File: config.mk
export PLATFORM = sky130hd
export DESIGN_NAME = frame_length_collision_regs
export DESIGN_NICKNAME = d
export VERILOG_FILES = /design/src/frame_length_collision_regs.v /design/src/tx_frame_serializer.v
export VERILOG_INCLUDE_DIRS = /design/src
export SDC_FILE = /design/constraint.sdc
export NUM_CORES = 1
export LEC_CHECK = 0
export BUFFER_PORTS_ARGS = -buffer_cell sky130_fd_sc_hd__buf_2
export CAP_MARGIN = 20
export CORE_MARGIN = 4
export CORE_UTILIZATION = 52
export DETAILED_ROUTE_END_ITERATION = 8
export PLACE_DENSITY = 0.73
export SYNTH_ARGS = -nofsm -noshare
export SYNTH_HDL_FRONTEND = slang
export SYNTH_HIERARCHICAL = 1
export SYNTH_SLANG_ARGS = --single-unit
File: constraint.sdc
create_clock -name clock -period 5.6 [get_ports clock]
set_input_delay 0.56 -clock clock [delete_from_list [all_inputs] [get_ports clock]]
set_output_delay 0.56 -clock clock [all_outputs]
set_load 0.01 [all_outputs]
File: src/frame_regs_consts.vh
/*
 * Constants of the frame length and collision register bank: register
 * offsets, field positions, reset values and interrupt bit layout.
 * Assumes it is included by its bare name from the design files.
 */
`ifndef FRAME_REGS_CONSTS_VH
`define FRAME_REGS_CONSTS_VH

// Register offsets on the 8-bit register port
`define OFS_COLL_POS 8'h20
`define OFS_TGT_STATE 8'h21
`define OFS_TX_CNT_UP 8'h22
`define OFS_TX_CNT_LO 8'h23
`define OFS_IRQ_STATUS 8'h30
`define OFS_IRQ_MASK 8'h31
`define OFS_CONTROL 8'h32

// Reset values
`define RST_TX_CNT 8'h00
`define RST_COLL_POS 8'h00
`define RST_IRQ_MASK 8'h00
`define RST_CONTROL 8'h00

// Interrupt status bits
`define IRQ_COLL_BIT 0
`define IRQ_TXDONE_BIT 1
`define IRQ_HARD_FRAMING_BIT 4
`define IRQ_PARITY_BIT 6

// Control register bits
`define CTL_ANTICOLL_BIT 0
`define CTL_PARITY_GEN_BIT 1

// Target state codes
`define TGT_POWER_OFF 4'h0
`define TGT_IDLE 4'h1
`define TGT_READY_ONE 4'h2
`define TGT_READY_TWO 4'h3
`define TGT_ACTIVE 4'h5
`define TGT_HALT 4'h9
`define TGT_READY_ONE_STAR 4'ha
`define TGT_READY_TWO_STAR 4'hb
`define TGT_ACTIVE_STAR 4'hd

// Bits per full byte
`define BITS_PER_BYTE 4'h8

`endif

File: src/frame_length_collision_regs.v
/*
 * Register bank for collision position, emulated target state and
 * transmit frame length, with its interrupt status and the serializer
 * that sends frames of that length.
 * Assumes all inputs come from logic on the same clock; the register
 * port master reads data in the cycle after its read strobe.
 */
`timescale 1ns/1ps
`default_nettype none
`include "frame_regs_consts.vh"

module frame_length_collision_regs #(
    parameter COUNT_WIDTH = 13
) (
    // Clock and reset
    input wire clock,
    input wire rst,
    // Register port
    input wire [7:0] reg_addr,
    input wire [7:0] reg_wdata,
    input wire reg_write,
    input wire reg_read,
    output reg [7:0] reg_rdata,
    // Receiver events
    input wire rx_frame_start,
    input wire rx_anticoll_cmd,
    input wire rx_collision,
    input wire [3:0] rx_coll_bytes,
    input wire [2:0] rx_coll_bits,
    input wire rx_coll_in_parity,
    input wire rx_hard_framing_error,
    // Card emulation
    input wire [3:0] target_state,
    input wire cmd_req_or_wakeup,
    // Transmit request and data
    input wire cmd_tx_start,
    input wire [7:0] tx_data,
    output wire tx_byte_take,
    output wire tx_bit,
    output wire tx_bit_valid,
    output wire tx_busy,
    // Interrupt
    output reg irq
);
    // Stored registers
    reg [7:0] coll_pos_reg; // Collision position display
    reg [7:0] coll_pos_next;
    reg [3:0] tgt_state_reg; // Target state display
    reg [7:0] tx_cnt_up_reg; // Byte count upper bits
    reg [7:0] tx_cnt_lo_reg; // Byte count low bits and trailing bits
    reg [7:0] irq_status_reg; // Sticky event bits
    reg [7:0] irq_status_next;
    reg [7:0] irq_mask_reg; // One enables a status bit
    reg [7:0] control_reg; // Anticollision and parity controls
    reg [7:0] rdata_next;

    // Events from the serializer and the checks below
    wire tx_done;
    reg [7:0] event_set;
    wire parity_setup_error;

    // Decoded write strobes
    wire wr_cnt_up = reg_write && (reg_addr == `OFS_TX_CNT_UP);
    wire wr_cnt_lo = reg_write && (reg_addr == `OFS_TX_CNT_LO);
    wire wr_status = reg_write && (reg_addr == `OFS_IRQ_STATUS);
    wire wr_mask = reg_write && (reg_addr == `OFS_IRQ_MASK);
    wire wr_control = reg_write && (reg_addr == `OFS_CONTROL);

    // Frame length fields
    wire [COUNT_WIDTH-1:0] tx_byte_count;
    wire [2:0] tx_extra_bits;

    // Upper eight from 22h, lower five from 23h
    assign tx_byte_count = {tx_cnt_up_reg, tx_cnt_lo_reg[7:3]};
    // Trailing bit count in bits 2-0
    assign tx_extra_bits = tx_cnt_lo_reg[2:0];

    // Anticollision set, idle card, trailing bits
    assign parity_setup_error = cmd_req_or_wakeup
        && control_reg[`CTL_ANTICOLL_BIT]
        && (tgt_state_reg == `TGT_IDLE)
        && (tx_extra_bits != 3'h0);

    // Next collision position value
    always @* begin
        coll_pos_next = coll_pos_reg;
        if (rx_anticoll_cmd) begin
            if (rx_collision) begin
                // Parity collision flag in bit 0
                coll_pos_next = {rx_coll_bytes, rx_coll_bits, rx_coll_in_parity};
            end else if (rx_frame_start) begin
                coll_pos_next = 8'h00;
            end
        end
    end

    // Event bits raised this cycle
    always @* begin
        event_set = 8'h00;
        event_set[`IRQ_COLL_BIT] = rx_anticoll_cmd && rx_collision;
        event_set[`IRQ_TXDONE_BIT] = tx_done;
        event_set[`IRQ_HARD_FRAMING_BIT] = rx_hard_framing_error;
        event_set[`IRQ_PARITY_BIT] = parity_setup_error;
    end

    // Sticky status; a set in the clearing cycle wins
    always @* begin
        irq_status_next = irq_status_reg;
        if (wr_status) begin
            irq_status_next = irq_status_reg & ~reg_wdata;
        end
        irq_status_next = irq_status_next | event_set;
    end

    // Read data mux; unmapped offsets answer zero
    always @* begin
        rdata_next = 8'h00;
        case (reg_addr)
            `OFS_COLL_POS: rdata_next = coll_pos_reg;
            // State code, upper bits read zero
            `OFS_TGT_STATE: rdata_next = {4'h0, tgt_state_reg};
            `OFS_TX_CNT_UP: rdata_next = tx_cnt_up_reg;
            `OFS_TX_CNT_LO: rdata_next = tx_cnt_lo_reg;
            `OFS_IRQ_STATUS: rdata_next = irq_status_reg;
            `OFS_IRQ_MASK: rdata_next = irq_mask_reg;
            `OFS_CONTROL: rdata_next = control_reg;
            default: rdata_next = 8'h00;
        endcase
    end

    // Software written registers
    always @(posedge clock) begin
        if (rst) begin
            tx_cnt_up_reg <= `RST_TX_CNT;
            tx_cnt_lo_reg <= `RST_TX_CNT;
            irq_mask_reg <= `RST_IRQ_MASK;
            control_reg <= `RST_CONTROL;
        end else begin
            // Writes during a frame land now but only
            // take effect at the next start
            if (wr_cnt_up) begin
                tx_cnt_up_reg <= reg_wdata;
            end
            if (wr_cnt_lo) begin
                tx_cnt_lo_reg <= reg_wdata;
            end
            if (wr_mask) begin
                irq_mask_reg <= reg_wdata;
            end
            // Only the two defined control bits are stored
            if (wr_control) begin
                control_reg <= reg_wdata & 8'h03;
            end
        end
    end

    // Hardware driven displays and status
    always @(posedge clock) begin
        if (rst) begin
            coll_pos_reg <= `RST_COLL_POS;
            tgt_state_reg <= `TGT_POWER_OFF;
            irq_status_reg <= 8'h00;
        end else begin
            coll_pos_reg <= coll_pos_next;
            tgt_state_reg <= target_state;
            irq_status_reg <= irq_status_next;
        end
    end

    // Read data and interrupt outputs
    always @(posedge clock) begin
        if (rst) begin
            reg_rdata <= 8'h00;
            irq <= 1'b0;
        end else begin
            // Data stand only in the cycle after the strobe
            reg_rdata <= reg_read ? rdata_next : 8'h00;
            // Level output, follows unmasked status
            irq <= |(irq_status_next & irq_mask_reg);
        end
    end

    // Frame serializer; its outputs are its own flops
    tx_frame_serializer #(
        .COUNT_WIDTH(COUNT_WIDTH)
    ) serializer (
        .clock(clock),
        .rst(rst),
        .start(cmd_tx_start),
        .byte_count(tx_byte_count),
        .extra_bits(tx_extra_bits),
        .parity_en(control_reg[`CTL_PARITY_GEN_BIT]),
        .tx_data(tx_data),
        .byte_take(tx_byte_take),
        .tx_bit(tx_bit),
        .tx_bit_valid(tx_bit_valid),
        .busy(tx_busy),
        .done(tx_done)
    );
endmodule
`default_nettype wire

File: src/tx_frame_serializer.v
/*
 * Transmit frame serializer: sends a count of full bytes and then a
 * trailing partial byte, least significant bit first, one bit per clock within a byte and a load cycle before each byte.
 * Assumes the byte source holds the next byte on tx_data whenever a load
 * happens and advances after each byte_take pulse.
 */
`timescale 1ns/1ps
`default_nettype none
`include "frame_regs_consts.vh"

module tx_frame_serializer #(
    parameter COUNT_WIDTH = 13
) (
    // Clock and reset
    input wire clock,
    input wire rst,
    // Frame request
    input wire start,
    input wire [COUNT_WIDTH-1:0] byte_count,
    input wire [2:0] extra_bits,
    input wire parity_en,
    // Byte source
    input wire [7:0] tx_data,
    output reg byte_take,
    // Bit stream
    output reg tx_bit,
    output reg tx_bit_valid,
    output reg busy,
    output reg done
);
    // One-hot states
    localparam [3:0] ST_IDLE = 4'h1;
    localparam [3:0] ST_LOAD = 4'h2;
    localparam [3:0] ST_SHIFT = 4'h4;
    localparam [3:0] ST_PAR = 4'h8;

    reg [3:0] state_reg; // Sequencer state
    reg [COUNT_WIDTH-1:0] bytes_left_reg; // Full bytes still to send
    reg [2:0] extra_left_reg; // Trailing bits still pending
    reg [7:0] shift_reg; // Byte on its way out
    reg [3:0] bits_left_reg; // Bits left of current byte
    reg par_acc_reg; // Running xor of byte data
    reg par_on_reg; // Parity generation for this frame

    // Sequencer; one bit leaves per clock while shifting
    always @(posedge clock) begin
        if (rst) begin
            state_reg <= ST_IDLE;
            bytes_left_reg <= {COUNT_WIDTH{1'b0}};
            extra_left_reg <= 3'h0;
            shift_reg <= 8'h00;
            bits_left_reg <= 4'h0;
            par_acc_reg <= 1'b0;
            par_on_reg <= 1'b0;
            byte_take <= 1'b0;
            tx_bit <= 1'b0;
            tx_bit_valid <= 1'b0;
            busy <= 1'b0;
            done <= 1'b0;
        end else begin
            byte_take <= 1'b0;
            tx_bit_valid <= 1'b0;
            done <= 1'b0;
            case (state_reg)
                ST_IDLE: begin
                    // Start taken only while idle
                    if (start) begin
                        bytes_left_reg <= byte_count;
                        extra_left_reg <= extra_bits;
                        par_on_reg <= parity_en && (extra_bits == 3'h0);
                        busy <= 1'b1;
                        state_reg <= ST_LOAD;
                    end
                end
                ST_LOAD: begin
                    par_acc_reg <= 1'b0;
                    if (bytes_left_reg != {COUNT_WIDTH{1'b0}}) begin
                        shift_reg <= tx_data;
                        bits_left_reg <= `BITS_PER_BYTE;
                        bytes_left_reg <= bytes_left_reg - 1'b1;
                        byte_take <= 1'b1;
                        state_reg <= ST_SHIFT;
                    end else if (extra_left_reg != 3'h0) begin
                        shift_reg <= tx_data;
                        bits_left_reg <= {1'b0, extra_left_reg};
                        extra_left_reg <= 3'h0;
                        byte_take <= 1'b1;
                        state_reg <= ST_SHIFT;
                    end else begin
                        // Nothing left, frame complete
                        busy <= 1'b0;
                        done <= 1'b1;
                        state_reg <= ST_IDLE;
                    end
                end
                ST_SHIFT: begin
                    tx_bit <= shift_reg[0];
                    tx_bit_valid <= 1'b1;
                    shift_reg <= {1'b0, shift_reg[7:1]};
                    par_acc_reg <= par_acc_reg ^ shift_reg[0];
                    bits_left_reg <= bits_left_reg - 1'b1;
                    if (bits_left_reg == 4'h1) begin
                        state_reg <= par_on_reg ? ST_PAR : ST_LOAD;
                    end
                end
                ST_PAR: begin
                    // Odd parity over the byte just sent
                    tx_bit <= ~par_acc_reg;
                    tx_bit_valid <= 1'b1;
                    state_reg <= ST_LOAD;
                end
                default: begin
                    state_reg <= ST_IDLE;
                    busy <= 1'b0;
                end
            endcase
        end
    end
endmodule
`default_nettype wire
### After elaboration in Yosys (flattened, before gate mapping)

Cells that the tools add are included.

| storage, ports and cells | value |
|---|---|
| RAM bits | 0 |
| memories kept | 0 |
| output and inout bits | 13 |
| bits in latches | 0 |
| register bits | 94 |
| ROM bits | 0 |
| bits of input ports | 46 |

| cells by class | value |
|---|---|
| shift-type cells | 0 |
| reductions and logical operators | 30 |
| equal/unequal tests | 20 |
| multipliers | 0 |
| multiplexer cells | 33 |
| bitwise operators | 9 |
| add/subtract/negate cells | 2 |
| divide/modulo/power cells | 0 |
| $lt $le $gt $ge | 0 |

Operators by type and width:

| kind | number |
|---|---|
| $eq 8x6->1 const B | 7 |
| $pmux 8 s7 | 1 |
| $mux 8 | 5 |
| $mux 13 | 2 |
| $pmux 13 s2 | 1 |
| $mux 4 | 6 |
| $and 8x8->8 | 2 |
| $pmux 4 s4 | 1 |
| $pmux 8 s2 | 1 |
| $reduce_bool 13->1 | 1 |
| $sub 13x1->13 const B | 1 |
| $eq 4x1->1 const B | 3 |
| $mux 3 | 4 |
| $logic_and 1x1->1 | 10 |
| $not 8->8 | 1 |
| $or 8x7->8 | 1 |
| $pmux 4 s2 | 1 |
| $reduce_and 2->1 | 4 |
| $reduce_and 4->1 | 2 |
| $reduce_bool 2->1 | 4 |
| $reduce_or 8->1 | 1 |
| $mux 1 | 7 |
| $ne 2x1->1 const B | 3 |
| $ne 2x2->1 const B | 3 |
| 15 further kinds | 22 |

### Logic depth before layout (Yosys ltp)

| depth | value |
|---|---|
| depth in word-level cells | 6 |
| depth in mapped cells | 8 |
| gate-level depth less buffers | 7 |

### Hierarchy

The synthesis kept the hierarchy.

Modules (own cells, without submodules):

| module | times used | area an instance (um^2) | seq. area each (um^2) | cells each |
|---|---|---|---|---|
| frame_length_collision_regs | 1 | 2514.9 | 1101.1 | 269 |
| tx_frame_serializer | 1 | 2052.0 | 780.7 | 261 |

### Worst setup path before layout

Ideal clock, no wire load.

| path | value |
|---|---|
| path type | reg2reg |
| from | reg serializer.bytes_left_reg[0] |
| to | reg serializer.bits_left_reg[1] |
| data arrival time | 1.799 ns |
| path slack | 3.706 ns |
| cell stages (with the launch flop) | 9 |
| cells stage by stage | dfxtp_1 -> inv_1 -> ha_1 -> nor4b_2 -> nand4_2 -> and2_1 -> buf_6 -> or4_1 -> o311ai_1 |

| on the way | value |
|---|---|
| longest elaborated chain between the ends | 3 |
| elaborated cells between the ends (all ways) | 5 |

Ends and longest elaborated chain:

| item | line | text |
|---|---|---|
| start, declared | tx_frame_serializer.v:38 | `reg [COUNT_WIDTH-1:0] bytes_left_reg;` |
| start signal, assigned | tx_frame_serializer.v:49 | `bytes_left_reg <= {COUNT_WIDTH{1'b0}};` |
| start signal, assigned | tx_frame_serializer.v:68 | `bytes_left_reg <= byte_count;` |
| start signal, assigned | tx_frame_serializer.v:80 | `bytes_left_reg <= bytes_left_reg - 1'b1;` |
| $reduce_bool 13->1 * | tx_frame_serializer.v:77 | `if (bytes_left_reg != {COUNT_WIDTH{1'b0}}) begin` |
| $mux 4 or $ne 3x1->1 (tied branches) | -- |  |
| $pmux 4 s2 or $reduce_and 2->1 (tied branches) | -- |  |
| end signal, assigned | tx_frame_serializer.v:79 | `` bits_left_reg <= `BITS_PER_BYTE; `` |
| end signal, assigned | tx_frame_serializer.v:85 | `bits_left_reg <= {1'b0, extra_left_reg};` |
| end signal, assigned | tx_frame_serializer.v:101 | `bits_left_reg <= bits_left_reg - 1'b1;` |
| end, declared | tx_frame_serializer.v:41 | `reg [3:0] bits_left_reg;` |

Every way passes the cells marked *; elsewhere a longest branch is shown, timed or not.
A chain may end at the register's enable or synchronous reset.

### Worst setup path in the final report

| path | value |
|---|---|
| from | reg serializer.state_reg[3] |
| to | reg serializer.bytes_left_reg[0] |

| on the way | value |
|---|---|
| longest elaborated chain between the ends | 3 |
| elaborated cells between the ends (all ways) | 7 |

Ends and longest elaborated chain:

| item | line | text |
|---|---|---|
| start, declared | tx_frame_serializer.v:37 | `reg [3:0] state_reg;` |
| start signal, assigned | tx_frame_serializer.v:103 | `state_reg <= par_on_reg ? ST_PAR : ST_LOAD;` |
| $eq 4x2->1 or $eq 4x1->1 (tied branches) | tx_frame_serializer.v:64 | `case (state_reg)` |
| $ne 2x1->1 (no line) (tied with other cells) | -- |  |
| $reduce_and 3->1 (no line) | -- |  |

Several ways; a longest one is shown, not always the timed one.

==> results.ini <==
[placed_design]
gp_congestion=0.926
place_hpwl_um=8170
dp_slack_ns=2.83
io_buffers=58

[clocking]
cts_tree=yes
clk_pin_slew_ns=0.09
postCtsSetupBuffers=0
cts_hold_buf=0
clk_path_buf_depth=2
cts_num_sinks=94
cts-buffers-inserted=9
cts_root_buf=clkbuf_8
htree_num_levels=3
insertion_delay_ns=0.36
ctsResizeCount=0

[critical_path]
start_kind=flop
worstPathArrival_ns=3.12
critical_path_peak_fanout=30
end_kind=flop
cp.required_ns=5.87
worstSetupPathType=flop to flop

[synthesis]
yosysWarnings=6
ys_async_sr_fraction_pct=0
synth_area_per_cell_um2=8.62
ys_seq_area_share_pct=41.2
synth.largest_area_cell=dfxtp_1
syn_nets=580
yosysTopAreaCellShare_pct=41.2
ys.flop_type=dfxtp_1
syn_area_um2=4570
ys_types=65
synth_area_leaders=dfxtp_1, a21oi_1, nand2_1, nor2_1, mux2i_1
synthTopCellsByCount=dfxtp_1, nand2_1, nor2_1, a21oi_1, nand3_1
ys_ff_latch=94
synth_cells=530
synth.most_common_cell=dfxtp_1
synth_edf_count=0

[power_and_ir_drop]
powerDensity_nw_per_um2=317
total_leakage_power_nw=1.95
max-vdd-ir-drop_uv=235

[timing]
setup_slack_ns=2.75
fmax_ghz=0.351
fin_crit_ns=2.85
final-max-slew-violation-count=0
fin_crit_sh_pct=50.8
slew_headroom_pct=34.5
finalSetupTns_ns=0
tightest_slew_ns=0.977
finalSetupViolations=0
finClkSkew_ns=0.00672
rsz0062_at_grt=false
hold_viol=0

[die]
rows=33
die-area_um2=10300
die_x_um=102
io_pins=59
die_h_um=102
core_area_um2=8380
initial_utilization_pct=54.5

[grt]
grt_first_pass_wirelength_um=19400
grt_start_max_net_pins=87
grt_util_all_layers_pct=23.4
grt_pass1_vias=3860
antenna_found_initial=0
grt_overflow=0

[final_layout]
num_antenna_cells=0
multi_input_area_um2=2480
ff_latch_area_um2=1880
largest_reg_flops=13
drive_gt1_share_pct=18.4
num-fill-cells=768
nets=621
area_delta_synth_final_pct=11.3

[routing]
finalWirelength_um=11600
drtIter0Drc=276
first_pass_iters=6
vias=4150
via_per_inst=6.09
postRouteAntennaNets=0
wire_per_inst_um=17.0
drc=0

[worst_hold_path]
hp-class=input port to flop

[run_status]
status=finished, final reports clean

[job]
cap_viol_max_count=0

-- metal layers --
| metal | up-vias | share of wire (%) | global-route usage (%) |
|---|---|---|---|
| li1 | 2011 | - | - |
| met1 | 1940 | 45 | 32.2 |
| met2 | 185 | 45 | 36.2 |
| met3 | 14 | 8.5 | 7.09 |
| met4 | 0 | 1.4 | 5.62 |
| met5 | - | 0 | 0 |
-- logic make-up (layout without fill, tap and decap cells) --
kind of cell	count (synthesis)	after routing	synth area share, %
simple gates	224	224	27.3
compound gates	139	139	19.6
flops	94	94	41.2
buf+inv	42	88	4.60
mux	26	26	5.92
fa+ha+maj	4	4	1.10
xor+xnor	1	1	0.192
-- final timing paths --
kind / to / startpoint / slack, ns / depth (start not counted)
worst max-delay path: serializer/bytes_left_reg[0] / serializer/state_reg[3] / 2.75 / 5
worst min-delay path: tgt_state_reg[1] / target_state[1] / 0.41 / 2
worst max register to register: serializer/bytes_left_reg[0] / serializer/state_reg[3] / 2.75 / 5
worst min register to register: serializer/shift_reg[3] / serializer/shift_reg[3] / 0.46 / 2
-- worst max-delay path, cell delays in order (launching register included) --
cell	delay (ns)
dfxtp_1	0.39
or4b_1	0.97
a31oi_1	0.51
or2_1	0.43
o21ai_1	0.16
a221oi_2	0.28
-- power breakdown --
part | switching (mW) | internal [mW]
combinational | 0.231 | 0.131
clock | 0.235 | 0.276
sequential | 0.0371 | 0.702
-- placed cells by master, fill, tap and decap left out, drive strengths merged, types with 3 or more instances in the layout --
cell type	instances
and3	4
o21ai	22
dfxtp	94
ha	4
nor4b	8
inv	11
a32oi	3
mux2i	18
a22oi	22
nor2b	7
a21o	6
nand2	63
a211oi	3
nand4	11
nor2	54
buf	60
nand3	28
a21oi	51
nor4	4
nand3b	5
mux2	8
or4b	3
or2	3
a222oi	4
a211o	3
nand4b	3
nor3	10
nand2b	7
nor3b	5
and2	6
a31oi	10
clkbuf	12
-- per-stage QoR --
stage	area (um^2)	util (%)	hold slack, ns	power, mW	std cells
final	5080	60.6	0.408	1.61	681
after global routing	5080	60.6	0.400	1.70	681
after CTS	5070	60.5	0.391	1.61	680
after detailed placement	4840	57.8	0.451	1.10	664
after global placement	4840	57.8	0.444	1.10	664
after floorplan	4570	-	0.431	1.02	530
-- final cells by class --
type | count | area share [%]
tap | 105 | 2.59
inverter | 11 | 0.813
multi-input combinational | 394 | 48.8
clock inverter | 5 | 1.60
clock buffer | 11 | 2.98
timing repair buffer | 61 | 6.16
sequential | 94 | 37.0
No activity file was read; power rests on OpenSTA's default activity.
